==> config.mk <==
export PLATFORM = sky130hd
export DESIGN_NAME = aalu_slice
export DESIGN_NICKNAME = d
export VERILOG_FILES = /design/src/rtl/aalu_pkg.sv /design/src/rtl/aalu_slice.sv
export SDC_FILE = /design/constraint.sdc
export NUM_CORES = 1
export LEC_CHECK = 0
export ABC_AREA = 1
export BUFFER_PORTS_ARGS = -buffer_cell sky130_fd_sc_hd__buf_2
export CAP_MARGIN = 20
export CELL_PAD_IN_SITES_DETAIL_PLACEMENT = 1
export CELL_PAD_IN_SITES_GLOBAL_PLACEMENT = 2
export CORE_MARGIN = 3
export CORE_UTILIZATION = 29
export DETAILED_ROUTE_END_ITERATION = 6
export PLACE_DENSITY = 0.83
export SLEW_MARGIN = 20
export SYNTH_ARGS = -nofsm -noshare
export SYNTH_HDL_FRONTEND = slang
export SYNTH_SLANG_ARGS = --single-unit
==> constraint.sdc <==
create_clock -name clk_sys -period 2.45 [get_ports clk_sys]
set_input_delay 0.245 -clock clk_sys [delete_from_list [all_inputs] [get_ports clk_sys]]
set_output_delay 0.245 -clock clk_sys [all_outputs]
set_load 0.05 [all_outputs]
==> src/rtl/aalu_pkg.sv <==
// Purpose: Shared constants and carriers for the add/AND execution slice
// Assumes: 16-bit instruction words, 8-bit data path
// Notes: Phase counter runs one instruction per four system clocks
package aalu_pkg;

  // ----------------------------------------------------------------
  // Opcode patterns
  // ----------------------------------------------------------------
  localparam logic [7:0] AALU_TOP_ADD_LIT = 8'h0f;
  localparam logic [7:0] AALU_TOP_AND_LIT = 8'h0b;
  localparam logic [5:0] AALU_TOP6_ADD_FILE = 6'h09;
  localparam logic [5:0] AALU_TOP6_ADD_CARRY = 6'h08;

  // ----------------------------------------------------------------
  // Field positions
  // ----------------------------------------------------------------
  localparam int AALU_DEST_BIT = 9;
  localparam int AALU_ACCESS_BIT = 8;

  // ----------------------------------------------------------------
  // Reset values and access bank number
  // ----------------------------------------------------------------
  localparam logic [7:0] AALU_ACC_RESET = 8'h00;
  localparam logic [1:0] AALU_PHASE_RESET = 2'h0;
  localparam logic [3:0] AALU_ACCESS_BANK = 4'h0;

  typedef enum logic [2:0] {
    AALU_OP_NONE,
    AALU_OP_ADD_LIT,
    AALU_OP_ADD_FILE,
    AALU_OP_ADD_CARRY,
    AALU_OP_AND_LIT
  } aalu_op_e;

  typedef enum {
    AALU_PH_DECODE,
    AALU_PH_READ,
    AALU_PH_PROCESS,
    AALU_PH_WRITE
  } aalu_phase_e;

  // Arithmetic flags seen by the slice
  typedef struct packed {
    logic negative;
    logic overflow_flag;
    logic zero;
    logic digit_carry_flag;
    logic carry;
  } aalu_flags_s;

  // Data memory write request
  typedef struct packed {
    logic en;
    logic [11:0] addr;
    logic [7:0] data;
  } aalu_wr_s;

endpackage : aalu_pkg

==> src/rtl/aalu_slice.sv <==
// Purpose: Executes add-literal, add-to-file, add-with-carry and AND-literal
// Assumes: Memory read data is valid in the same clock that the read address is driven
// Notes: Instruction word is sampled in the decode phase only
`timescale 1ns/100ps

module aalu_slice
  import aalu_pkg::*;
(
  input wire logic clk_sys,
  input wire logic rst,
  input wire logic [15:0] instr_word,
  input wire logic [3:0] bank_select_value,
  input wire logic [7:0] mem_rdata,
  input wire aalu_flags_s flags_in,
  output aalu_flags_s flags_out,
  output logic flags_we,
  output logic [11:0] mem_raddr,
  output logic mem_re,
  output aalu_wr_s mem_wr,
  output logic [7:0] working_accumulator,
  output logic [1:0] phase
);

  // ----------------------------------------------------------------
  // Decode helpers
  // ----------------------------------------------------------------
  function automatic aalu_op_e decode_op(input logic [15:0] w);
    if (w[15:8] == AALU_TOP_ADD_LIT) return AALU_OP_ADD_LIT;
    if (w[15:8] == AALU_TOP_AND_LIT) return AALU_OP_AND_LIT;
    if (w[15:10] == AALU_TOP6_ADD_FILE) return AALU_OP_ADD_FILE;
    if (w[15:10] == AALU_TOP6_ADD_CARRY) return AALU_OP_ADD_CARRY;
    return AALU_OP_NONE;
  endfunction

  function automatic logic [11:0] file_addr(input logic [15:0] w, input logic [3:0] bank);
    // Access bank limited to bank zero here; split access bank is core-level
    return w[AALU_ACCESS_BIT] ? {bank, w[7:0]} : {AALU_ACCESS_BANK, w[7:0]};
  endfunction

  // ----------------------------------------------------------------
  // State
  // ----------------------------------------------------------------
  aalu_phase_e ph_q, ph_d;
  aalu_op_e op_q, op_d;
  logic [15:0] iw_q, iw_d;
  logic [7:0] opnd_q, opnd_d;
  logic [8:0] sum_q, sum_d;
  aalu_flags_s fl_q, fl_d;
  logic [7:0] acc_q, acc_d;
  logic fwe_q, fwe_d;
  logic re_q, re_d;
  logic [11:0] ra_q, ra_d;
  aalu_wr_s wr_q, wr_d;
  logic [4:0] lo_sum;
  logic cin;

  always_comb begin
    ph_d = ph_q;
    op_d = op_q;
    iw_d = iw_q;
    opnd_d = opnd_q;
    sum_d = sum_q;
    fl_d = fl_q;
    acc_d = acc_q;
    fwe_d = 1'b0;
    re_d = 1'b0;
    ra_d = ra_q;
    wr_d = '0;
    cin = (op_q == AALU_OP_ADD_CARRY) ? flags_in.carry : 1'b0;
    lo_sum = 5'({1'b0, acc_q[3:0]}) + 5'({1'b0, opnd_q[3:0]}) + 5'(cin);
    unique case (ph_q)
      AALU_PH_DECODE: begin
        iw_d = instr_word;
        op_d = decode_op(instr_word);
        ra_d = file_addr(instr_word, bank_select_value);
        re_d = (decode_op(instr_word) == AALU_OP_ADD_FILE) ||
               (decode_op(instr_word) == AALU_OP_ADD_CARRY);
        ph_d = AALU_PH_READ;
      end
      AALU_PH_READ: begin
        opnd_d = (op_q == AALU_OP_ADD_FILE || op_q == AALU_OP_ADD_CARRY) ?
                 mem_rdata : iw_q[7:0];
        ph_d = AALU_PH_PROCESS;
      end
      AALU_PH_PROCESS: begin
        fl_d = flags_in;
        if (op_q == AALU_OP_AND_LIT) begin
          sum_d = {1'b0, acc_q & opnd_q};
        end else begin
          sum_d = 9'({1'b0, acc_q}) + 9'({1'b0, opnd_q}) + 9'(cin);
          fl_d.carry = sum_d[8];
          fl_d.digit_carry_flag = lo_sum[4];
          fl_d.overflow_flag = (acc_q[7] == opnd_q[7]) && (sum_d[7] != acc_q[7]);
        end
        fl_d.negative = sum_d[7];
        fl_d.zero = (sum_d[7:0] == 8'h00);
        ph_d = AALU_PH_WRITE;
      end
      AALU_PH_WRITE: begin
        if (op_q != AALU_OP_NONE) begin
          fwe_d = 1'b1;
          if ((op_q == AALU_OP_ADD_FILE || op_q == AALU_OP_ADD_CARRY) &&
              iw_q[AALU_DEST_BIT]) begin
            wr_d.en = 1'b1;
            wr_d.addr = ra_q;
            wr_d.data = sum_q[7:0];
          end else begin
            acc_d = sum_q[7:0];
          end
        end
        ph_d = AALU_PH_DECODE;
      end
    endcase
  end

  always_ff @(posedge clk_sys) begin
    if (rst) begin
      ph_q <= AALU_PH_DECODE;
      op_q <= AALU_OP_NONE;
      iw_q <= 16'h0000;
      opnd_q <= 8'h00;
      sum_q <= 9'h000;
      fl_q <= '0;
      acc_q <= AALU_ACC_RESET;
      fwe_q <= 1'b0;
      re_q <= 1'b0;
      ra_q <= 12'h000;
      wr_q <= '0;
    end else begin
      ph_q <= ph_d;
      op_q <= op_d;
      iw_q <= iw_d;
      opnd_q <= opnd_d;
      sum_q <= sum_d;
      fl_q <= fl_d;
      acc_q <= acc_d;
      fwe_q <= fwe_d;
      re_q <= re_d;
      ra_q <= ra_d;
      wr_q <= wr_d;
    end
  end

  assign flags_out = fl_q;
  assign flags_we = fwe_q;
  assign mem_raddr = ra_q;
  assign mem_re = re_q;
  assign mem_wr = wr_q;
  assign working_accumulator = acc_q;
  assign phase = 2'(ph_q);
endmodule // aalu_slice

-- Word-level counts from Yosys, hierarchy flattened
Cells that the tools add are included.
- add/sub/neg operators: 4
- equal/unequal tests: 14
- multiplexer cells: 33
- bitwise logic cells: 5
- reductions and logical operators: 12
- operator list (operator ; number):
    $pmux W32 S4 ; 1
    $eq A32 B2 Y1 const B ; 2
    $eq A32 B1 Y1 const B ; 1
    $logic_not A32 Y1 ; 1
    $mux W3 ; 9
    $mux W8 ; 3
    $mux W21 ; 1
    $mux W1 ; 17
    $eq A8 B4 Y1 const B ; 2
    $eq A3 B2 Y1 const B ; 4
    $eq A6 B4 Y1 const B ; 2
    $mux W12 ; 1
    $add A8 B8 Y9 ; 1
    $add A9 B1 Y9 ; 1
    $and A8 B8 Y8 ; 1
    $logic_not A8 Y1 ; 1
    $add A4 B4 Y5 ; 1
    $add A5 B1 Y5 ; 1
    $not A1 Y1 ; 4
    $reduce_or A2 Y1 ; 2
    $reduce_or A4 Y1 ; 1
    $eq A3 B3 Y1 const B ; 1
    $reduce_and A3 Y1 ; 1
    $reduce_bool A3 Y1 ; 1
    6 further kinds ; 8
- register bits: 109
- input port bits: 35
- output and inout bits: 50

-- Logic depth before layout (Yosys ltp)
Gate-level depths: netlist (run 1).
- word-level depth: 19
- depth in mapped cells: 15

-- Worst setup path after synthesis (run 1)
No wires, ideal clock.
- path kind: reg-to-reg
- start: register acc_q[0], in the netlist working_accumulator[0]
- end: register sum_q[6]
- arrival time: 2016 ps
- slack: 317 ps
- cell stages (with the launch flop): 13
- period minus slack after synthesis: 2133 ps
- path through: dfxtp_1 fa_1 fa_1 nand2_1 nand2_1 nand3_1 nand2_1 nand2_1 nand3_1 nand2_1 nand2_1 o211ai_1 inv_1
- cells in the longest elaborated chain, start to end: 4
- ends and longest elaborated chain (what ; line ; text):
    from (decl) ; aalu_slice.sv:49 ; logic [7:0] acc_q, acc_d;
    from (signal assigned) ; aalu_slice.sv:124 ; acc_q <= AALU_ACC_RESET;
    from (signal assigned) ; aalu_slice.sv:136 ; acc_q <= acc_d;
    $add A8 B8 Y9 ; aalu_slice.sv:90 ; sum_d = 9'({1'b0, acc_q}) + 9'({1'b0, opnd_q}) + 9'(cin);
    $add A9 B1 Y9 ; aalu_slice.sv:90 ;
    $mux W8 ; aalu_slice.sv:87 ; if (op_q == AALU_OP_AND_LIT) begin
    $mux W8 ; aalu_slice.sv:71 ; unique case (ph_q)
    to (signal assigned) ; aalu_slice.sv:134 ; sum_q <= sum_d;
    to (decl) ; aalu_slice.sv:47 ; logic [8:0] sum_q, sum_d;
No other way between the ends. The select of a mux whose other input is x is not followed.
A chain may end at the register's enable or synchronous reset.

-- Worst setup path after layout (run 1)
- start: register op_q[2]
- end: register sum_q[6]
- cells in the longest elaborated chain, start to end: 5
- elaborated cells between the ends (all ways): 6
- those cells by class: 1 x add/sub; 2 x eq/ne; 3 x mux
- ends and longest elaborated chain (what ; line ; text):
    from (decl) ; aalu_slice.sv:44 ; aalu_op_e op_q, op_d;
    from (signal assigned) ; aalu_slice.sv:131 ; op_q <= op_d;
    $eq A3 B2 Y1 ; aalu_slice.sv:69 ; cin = (op_q == AALU_OP_ADD_CARRY) ? flags_in.carry : 1'b0;
    $mux W1 ; aalu_slice.sv:69 ;
    $add A9 B1 Y9 ; aalu_slice.sv:90 ;
    $mux W8 (*) ; aalu_slice.sv:87 ;
    $mux W8 (*) ; aalu_slice.sv:71 ;
Every way passes the cells marked *; elsewhere a longest branch is shown, timed or not. The select of a mux whose other input is x is not followed.

==> out/qor.txt, run 1 <==
Status -> finished, final reports clean
Post-synth cell types -> 29
Clock buffer depth -> 2
# diodes -> 0
Total CTS buffers -> 9
Final setup fails -> 0
Static Leak -> 1.863 nW
Met2 usage -> 0.2478
Grt met1 use -> 0.1820
Peak supply drop -> 236.6 uV
GR peak layer -> met2
Initial antenna violation count -> 0
Area contributors post-synth -> dfxtp_1, inv_1, nand2_1
Post-synthesis register bit count -> 69
Post-synthesis sequential area ratio -> 0.4482
Top-level port count -> 85
Num Clock Sinks -> 69
Number of global-route vias before repair -> 2827
Commonest cells after routing, fill and taps aside -> buf_2, inv_1, dfxtp_1
Final Util -> 0.3665
Post-Syn Nets -> 452
First DRT Iteration DRCs -> 80
IO buf count -> 82
Vias after detailed routing -> 2791
CP Launch Type -> register
DP HPWL -> 6.102 mm
Initial Util -> 0.2985
Post-CTS Hold Buffers -> 0
Mean Syn Cell Area -> 7.666 um^2
Die Footprint -> 11900 um^2
Maximum fanout along the worst path -> 3
Fillers -> 1307
DRT Pass-1 Iters -> 4
Power per Cell Area -> 982.3 nW/um^2
Yosys top cell by area -> dfxtp_1
Number of setup buffers added after CTS -> 0
Hold_ws -> 141.6 ps
Leading cell type in the layout, fill and taps excluded -> buf_2
Final period utilization -> 0.8783
Fmax -> 0.4647 GHz
Worst-path clk slew -> 70 ps
CP Class -> reg -> reg
Post-layout min period -> 2152 ps
Reg2Reg Setup Slack -> 300 ps
Final GP Congestion -> 0.8080
DRC Markers -> 0
Drt wl/cell -> 13.52 um
Worst skew pair latency -> 360 ps
Slew @ Worst Pin -> 613.9 ps
Post-cts resize count -> 0
Root Driver -> clkbuf_8
Final Cell Area -> 3784 um^2
Post-layout net count -> 523
Via density -> 4.553
Total GRT Usage -> 0.1486
Syn Inst Count -> 402
Share of the synthesized area in the top cell type -> 0.4482
Grt met3 use -> 0.04322
Row cnt -> 37
Capture point of the worst reg-to-reg path -> sum_q[6]
Routed wire length -> 8.287 mm
Core area -> 10320 um^2
Post-route insts no fill -> 613
Setup tns final -> 0 ps
Die Ht -> 109.1 um
ANT nets after route -> 0
Yosys warns -> 0
R2r startpoint -> op_q[2]
Worst path arrival time -> 2390 ps
Max Transition Viols Final -> 0
Slew HR -> 0.5903
First-pass GRT wire length -> 13.62 mm
CP required -> 2690 ps
Remaining Overflow, GRT -> 0
Final hold viol count -> 0
Die Wd -> 109.1 um
Area of the mapped netlist -> 3082 um^2
Clk_skew -> 13.10 ps
Hold WC Path Type -> in -> reg
MaxCap Viol Count -> 0
Placed cell area -> 3545 um^2
Cells after DPL -> 598
Crit path capture -> sum_q[6]
CP startpoint -> op_q[2]
CTS tree -> yes
RSZ-0062 raised after global routing -> false
H-tree Lvls -> 3
Fraction of layout cells with a size suffix above 1 -> 0.2306
Synth-to-layout area growth -> 22.78%
Largest net degree at the start of global routing -> 38
Critical Path End Type -> register
Worst r2r path cells -> 15
==> sequential cells by signal, summed over array words and instances (netlist names) <==
register / cells
mem_wr: 21
iw_q: 9
opnd_q: 8
sum_q: 8
working_accumulator: 8
flags_out: 4
mem_raddr: 4
op_q: 3
ph_q: 2
flags_we: 1
mem_re: 1
==> final cells by class <==
class / instances / area [um^2] / share of cell area
multi-input cells: 236 / 1292 / 0.3416
well taps: 136 / 170.2 / 0.04497
clock inverters: 6 / 112.6 / 0.02976
flip-flops and latches: 69 / 1381 / 0.3651
clock buffers: 9 / 123.9 / 0.03274
repair buffers: 85 / 432.9 / 0.1144
inverters: 72 / 270.3 / 0.07143
==> cells in the mapped netlist (all sizes together) <==
master and n:
a41oi 1, o211ai 22, nor2 38, nand3 21
or2 2, nand4 6, nor3 2, buf 14
ha 13, dfxtp 69, a31oi 2, fa 2
nand3b 2, inv 71, clkbuf 11, clkinv 1
o211a 1, o21ai 26, nand2 70, a21oi 28
==> routing by layer <==
| metal | vias to the layer above | share of wire | wire length [um] |
|---|---|---|---|
| li1 | 1415 | - | - |
| met1 | 1308 | 0.46 | 3812 |
| met2 | 56 | 0.47 | 3921 |
| met3 | 12 | 0.048 | 397 |
| met4 | 0 | 0.019 | 156 |
| met5 | - | 0 | 0 |
==> kinds of logic after synthesis <==
kind of cell,after synthesis,synth area share
simple gates,141,0.2014
flops,69,0.4482
fa+ha+maj,15,0.06578
buf+inv,97,0.1332
compound gates,80,0.1514
==> metrics by stage <==
stage / power [W] / setup slack [ps]
finish: 0.003717 / 298.1
global route: 0.003990 / 11.85
CTS: 0.003766 / 224.2
detailed placement: 0.002626 / 251.3
global placement: 0.002588 / 295.6
floorplan: 0.002366 / 317.3
==> critical path, cell delays in order (launching register included) <==
cell and delay, ps:
dfxtp_1 330, inv_1 50, nand2_1 90, nor2_1 60, fa_1 410, fa_2 380
nand2_1 80, nand2_1 70, nand3_1 110, nand2_1 60, nand2_1 70, nand3_1 60
nand2_1 90, nand2_1 50, o211ai_1 70, inv_1 50
==> where the power goes <==
part           internal [W]  total [W]  switching [W]
logic              0.000338    0.00118       0.000847
registers           0.00129    0.00140       0.000118
clock network      0.000672    0.00113       0.000457
==> worst min path at each step <==
stage / start / to / slack (ps) / cells past startpoint
finish: instr_word[9] / iw_q[9] / 140 / 3
global route: flags_in[1] / flags_out[1] / 150 / 3
CTS: instr_word[9] / iw_q[9] / 140 / 3
detailed placement: sum_q[5] / mem_wr[5] / 440 / 2
global placement: sum_q[3] / mem_wr[3] / 430 / 2
floorplan: rst / mem_wr[20] / 330 / 1
Power figures use the tool's default switching activity.
==> inputs of run 2 (changes only) <==
Settings changed: CORE_UTILIZATION 29 to 31, PLACE_DENSITY 0.83 to 0.88.
Clock period 2.45 ns to 2.6 ns, I/O delays scaled along.
==> run 2 against run 1 <==
  * Power down 9.6%
  * Die area down 6.1%
  * Global-route usage up 0.38 points
  * Count of clock-buffer cells in the layout up 1
  * Clock skew down 3.7 ps
  * Sequential share of layout area up 0.41 points
  * Non-clock buffer count unchanged
  * Worst setup slack worse by 46 ps
  * Fmax down 8.4%
  * Clock power down 18%
  * Combinational power down 7%
  * Cell area down 1.0%
==> out/qor.txt, run 2 (same netlist as run 1, synthesis figures left out) <==
Die Wd -> 105.7 um (-3.1%)
CP Class -> reg -> reg
IO buf count -> 82 (unchanged)
Max FFs per register -> 21 (unchanged)
ANT nets after route -> 0 (unchanged)
CP Launch Type -> register
Row cnt -> 35 (-5.4%)
Fmax -> 0.4258 GHz (-8.4%)
Final GP Congestion -> 0.8042 (-0.47%)
Maximum fanout along the worst path -> 6 (+3)
DP HPWL -> 6.286 mm (+3.0%)
Synth-to-layout area growth -> 21.52%
Initial Util -> 0.3258 (+0.02728)
Final WS setup -> 251.6 ps (-46.45 ps)
Placed cell area -> 3536 um^2 (-0.25%)
Fraction of layout cells with a size suffix above 1 -> 0.2322 (+0.001610)
RSZ-0062 raised after global routing -> false
Post-CTS Hold Buffers -> 0 (unchanged)
Worst-path clk slew -> 80 ps (about the same)
Worst skew pair latency -> 340 ps (-20 ps)
# diodes -> 0 (unchanged)
Initial antenna violation count -> 0 (unchanged)
Die Ht -> 105.7 um (-3.1%)
Slew @ Worst Pin -> 602.2 ps (-11.74 ps)
DRC Markers -> 0 (unchanged)
CP required -> 2870 ps (+180 ps)
Vias after detailed routing -> 2808 (+0.61%)
Post-layout net count -> 523 (unchanged)
Largest net degree at the start of global routing -> 23 (-39%)
Via density -> 4.626 (+1.6%)
Status -> finished, final reports clean
First DRT Iteration DRCs -> 46 (-43%)
Power per Cell Area -> 897.7 nW/um^2 (-8.6%)
Pre-CTS setup slack -> 211.2 ps (-40.17 ps)
Core area -> 9459 um^2 (-8.4%)
Total CTS buffers -> 9 (unchanged)
Slew HR -> 0.5981 (+0.007838)
H-tree Lvls -> 3 (unchanged)
Worst path arrival time -> 2620 ps (+230 ps)
Clock buffer depth -> 2 (unchanged)
Leading cell type in the layout, fill and taps excluded -> buf_2
CTS tree -> yes
Routed wire length -> 8.386 mm (+1.2%)
Fillers -> 1231 (-5.8%)
MaxCap Viol Count -> 0 (unchanged)
Final setup fails -> 0 (unchanged)
Peak supply drop -> 327.4 uV (+38%)
Num Clock Sinks -> 69 (unchanged)
Critical Path End Type -> register
Drt wl/cell -> 13.82 um (+2.2%)
Total GRT Usage -> 0.1524 (+0.003782)
Final Util -> 0.3959 (+0.02940)
Number of setup buffers added after CTS -> 0 (unchanged)
Commonest cells after routing, fill and taps aside -> buf_2, inv_1, dfxtp_1
Die Footprint -> 11170 um^2 (-6.1%)
Reg2Reg Setup Slack -> 250 ps (-50 ps)
Final period utilization -> 0.9032 (+0.02488)
DRT Pass-1 Iters -> 4 (unchanged)
Hold WC Path Type -> in -> reg
Top-level port count -> 85 (unchanged)
Max Transition Viols Final -> 0 (unchanged)
Number of global-route vias before repair -> 2852 (+0.88%)
Post-layout min period -> 2348 ps (+196.4 ps)
First-pass GRT wire length -> 13.81 mm (+1.4%)
Remaining Overflow, GRT -> 0 (unchanged)
Static Leak -> 1.841 nW (-1.2%)
Final hold viol count -> 0 (unchanged)
Setup tns final -> 0 ps (unchanged)
Clk_skew -> 9.413 ps (-3.684 ps)
Final Cell Area -> 3745 um^2 (-1.0%)
Root Driver -> clkbuf_8
-- run 2: where the power goes --
| part | total (W) | internal (W) | leakage (nW) | switching, W |
|---|---|---|---|---|
| Sequential | 0.00133 | 0.00121 | 0.563 | 0.000122 |
| Clock | 0.000925 | 0.000476 | 0.0955 | 0.000449 |
| Combinational | 0.00110 | 0.000314 | 1.18 | 0.000789 |
| Total | 0.00336 | 0.00200 | 1.84 | 0.00136 |
-- run 2: worst max-delay path: stages (launching register included) --
cell,delay [ps]
dfxtp_2,400
inv_1,90
nand2_1,100
nor2_1,60
fa_1,400
fa_1,430
nand2_1,90
nand2_1,60
nand2_2,60
nand3_2,60
nor2_1,140
nand2_1,80
nor2_1,90
nand4_1,80
a21oi_1,130
-- run 2: worst paths after layout --
check / depth (start not counted) / to / start
min reg2reg: 2 / mem_wr[1] / sum_q[1]
max reg2reg: 14 / flags_out[2] / op_q[2]
min: 3 / iw_q[9] / instr_word[9]
max: 14 / flags_out[2] / op_q[2]
-- run 2: area by class of cell --
class,instances,area [um^2],share of cell area
clock buffers,10,137.6,0.03675
well taps,129,161.4,0.04310
inverters,72,270.3,0.07217
clock inverters,6,70.07,0.01871
repair buffers,85,432.9,0.1156
flip-flops and latches,69,1383,0.3692
multi-input cells,236,1290,0.3445
-- run 2: metal layers --
layer,vias up,GRT usage,wire length [um]
li1,1416,-,-
met1,1322,0.1822,3830
met2,60,0.2682,4050
met3,10,0.04164,379
met4,0,0.04070,125
met5,-,0,0
-- run 2: repair_timing --
item                                    4_1_cts  5_1_grt
endpoints found under the hold margin         0        0
endpoints found under the setup margin        0        2
resized for setup                             0        1
-- run 2: metrics by stage --
stage,total power (W),hold WS [ps],cells
after floorplan,0.002229,342.9,402
after global placement,0.002432,431.4,591
after detailed placement,0.002469,437.9,591
after CTS,0.003403,154.0,607
after global routing,0.003588,179.1,607
final,0.003362,162.6,607
==> inputs of run 3 (changes only) <==
Settings changed: ABC_AREA 1 to not set, CELL_PAD_IN_SITES_DETAIL_PLACEMENT 1 to 2, CORE_UTILIZATION 31 to 33.
==> run 3 against run 2 <==
  * The flow now finishes with violations (negative setup slack)
  * Clock power fell by 6.7%
  * Synthesized cell count is 24% lower
  * Die area fell by 9.7%
  * Sequential share of layout area grew 0.98 points
  * Cell count fell by 19%
  * Worst setup slack worse by 290 ps
  * Combinational power fell by 26%
  * Count of clock-buffer cells in the layout unchanged
  * Critical path type unchanged
  * Largest cell class is now multi-input combinational cells
  * Highest routed layer unchanged
==> out/qor.txt, run 3 <==
Status -> finished, violations left
Failing checks -> negative setup slack
Initial antenna violation count -> 0 (unchanged)
H-tree Lvls -> 3 (unchanged)
Post-layout net count -> 435 (-17%)
First DRT Iteration DRCs -> 35 (-24%)
Critical Path End Type -> register
Clk_skew -> 7.492 ps (-1.920 ps)
DP HPWL -> 6.089 mm (-3.1%)
Total CTS buffers -> 9 (unchanged)
Total GRT Usage -> 0.1852 (+0.03285)
Hold WC Path Type -> in -> reg
Row cnt -> 33 (-5.7%)
Fraction of layout cells with a size suffix above 1 -> 0.3041 (+0.07191)
Routed wire length -> 9.006 mm (+7.4%)
ANT nets after route -> 0 (unchanged)
Slew @ Worst Pin -> 788.8 ps (+186.6 ps)
Worst r2r path cells -> 10 (-4)
Maximum fanout along the worst path -> 2 (-4)
MaxCap Viol Count -> 0 (unchanged)
Largest net degree at the start of global routing -> 47 (+100%)
Hold path cells -> 3 (unchanged)
Final Util -> 0.4335 (+0.03755)
Most frequent cells after synthesis -> dfxtp_1, nor2_1, mux2i_1
Post-synth cell types -> 42 (+45%)
Commonest cells after routing, fill and taps aside -> buf_2, dfxtp_1, nor2_1
Share of the synthesized area in the top cell type -> 0.4694 (+0.02115)
RSZ-0062 raised after global routing -> true
Post-Synth XOR/XNOR Area -> 0.02083 (+0.02083)
Cells after DPL -> 475 (-20%)
Yosys warns -> 0 (unchanged)
CP Launch Type -> register
Max Transition Viols Final -> 0 (unchanged)
Area contributors post-synth -> dfxtp_1, mux2i_1, nor2_1
Max FFs per register -> 21 (unchanged)
CTS tree -> yes
DRC Markers -> 0 (unchanged)
CP required -> 2890 ps (+20 ps)
Via density -> 5.051 (+9.2%)
Peak supply drop -> 344.4 uV (+5.2%)
Worst path arrival time -> 2930 ps (+310 ps)
Final period utilization -> 1.015 (+0.1122)
Syn Inst Count -> 307 (-24%)
Leading cell type in the layout, fill and taps excluded -> buf_2
CP max stage cell -> fa_2
Fmax -> 0.3788 GHz (-11%)
Main combinational cell family by area after synthesis -> simple AND/OR/NAND/NOR gates
DRT Pass-1 Iters -> 4 (unchanged)
Synth-to-layout area growth -> 24.06%
Count leader, synth -> dfxtp_1
Area of the mapped netlist -> 2943 um^2 (-4.5%)
Root Driver -> clkbuf_8
Power per Cell Area -> 808.3 nW/um^2 (-10%)
CP peak stage delay -> 360 ps (-70 ps)
Die Footprint -> 10090 um^2 (-9.7%)
Post-synthesis adder-cell area fraction -> 0.06888 (+0.003104)
IO buf count -> 82 (unchanged)
Final WS setup -> -40.20 ps (-291.8 ps)
Asr flop ratio synth -> 0 (unchanged)
Post-Syn Nets -> 357 (-21%)
Number of synthesized flops with an enable pin -> 0 (unchanged)
Drt wl/cell -> 18.27 um (+32%)
Post-synthesis sequential area ratio -> 0.4694 (+0.02115)
Mux share of post-synthesis cell area -> 0.09524 (+0.09524)
Post-synthesis simple-gate area fraction -> 0.1849 (-0.01643)
CP most frequent cell -> fa_2
Worst path cell trace -> nor2b_4 -> and3_4 -> fa_2 -> fa_2 -> a21o_1 -> a221oi_2 -> xnor2_1 -> o31ai_1 -> o2111a_1 -> a31o_1
Slew HR -> 0.4741 (-0.1240)
Number of global-route vias before repair -> 2791 (-2.1%)
Post-layout min period -> 2640 ps (+291.8 ps)
Compound-Gate Fraction of Synth Area -> 0.1093 (-0.04217)
Mean Syn Cell Area -> 9.586 um^2 (+25%)
Yosys top cell by area -> dfxtp_1
Remaining Overflow, GRT -> 0 (unchanged)
CP Class -> reg -> reg
Post-route insts no fill -> 493 (-19%)
Core area -> 8423 um^2 (-11%)
Stages on worst setup path -> 10 (-4)
# diodes -> 0 (unchanged)
CP bufs+invs -> 0 (-1)
Vias after detailed routing -> 2490 (-11%)
Delay-heaviest family, CP -> compound AO/OA/AOI/OAI gates
Die Wd -> 100.4 um (-5.0%)
Worst-path clk slew -> 70 ps (about the same)
Top-level port count -> 85 (unchanged)
Clock buffer depth -> 2 (unchanged)
Worst skew pair latency -> 350 ps (about the same)
Initial Util -> 0.3494 (+0.02358)
Post-CTS Hold Buffers -> 0 (unchanged)
First-pass GRT wire length -> 14.35 mm (+3.9%)
Static Leak -> 1.675 nW (-9.0%)
Num Clock Sinks -> 69 (unchanged)
Final setup fails -> 2 (+2)
Die Ht -> 100.4 um (-5.0%)
Final GP Congestion -> 0.7595 (-5.6%)
Synth Flop Type -> dfxtp_1
Post-synthesis register bit count -> 69 (unchanged)
Final hold viol count -> 0 (unchanged)
run 3: repair_timing:
item	4_1_cts	5_1_grt
pin swaps	3	2
resized for setup	3	1
endpoints found under the setup margin	2	6
buffers inserted	4	0
run 3: layout make-up:
type / count / area [um^2]
timing repair buffer: 93 / 493.0
inverter: 4 / 15.01
fill: 959 / 4772
sequential: 69 / 1384
tap: 105 / 131.4
multi-input combinational: 208 / 1440
clock buffer: 10 / 137.6
clock inverter: 4 / 50.05
run 3: cell families (layout without fill, tap and decap cells):
kind of cell             after synthesis  in the layout
AND/OR/NAND/NOR                      114            114
buffers and inverters                 30            111
XOR/XNOR                               7              7
AO/OA/AOI/OAI                         44             44
flip-flops                            69             69
multiplexers                          28             28
adder cells (fa/ha/maj)               15             15
run 3: where the power goes:
part	switching, W	internal, W	total (W)
clock	0.000406	0.000457	0.000863
sequential	0.000102	0.00117	0.00127
combinational	0.000540	0.000276	0.000815
total	0.00105	0.00190	0.00295
run 3: final timing paths:
| kind | start | endpoint | slack (ps) |
|---|---|---|---|
| max | op_q[1] | flags_out[2] | -40 |
| min | instr_word[6] | iw_q[6] | 150 |
| max reg2reg | op_q[1] | flags_out[2] | -40 |
| min reg2reg | mem_raddr[11] | mem_raddr[11] | 480 |
run 3: stage by stage:
stage	area, um^2	hold WS (ps)	power, W	TNS, ps	setup WS [ps]
finish	3651	148.5	0.002951	-50.01	-40.20
global route	3651	151.4	0.003123	-443.4	-102.4
CTS	3645	137.0	0.002978	-23.91	-22.45
detailed placement	3418	470.3	0.002092	-43.11	-24.85
global placement	3418	464.7	0.002048	0	47.83
floorplan	2963	407.2	0.001899	-41.33	-31.21
run 3: worst register-to-register path: cells and delay by family, from the launching register on:
kind	cells	cell delay (ps)
AO/OA/AOI/OAI	5	1120
adder cells (fa/ha/maj)	2	710
flip-flops	1	320
AND/OR/NAND/NOR	2	290
XOR/XNOR	1	150
run 3: metal layers:
metal / vias up / track usage / share of wire
met5: - / 0 / 0
met4: 0 / 0.07047 / 0.026
met3: 15 / 0.05003 / 0.050
met2: 64 / 0.3344 / 0.52
met1: 1218 / 0.2061 / 0.40
li1: 1193 / - / -
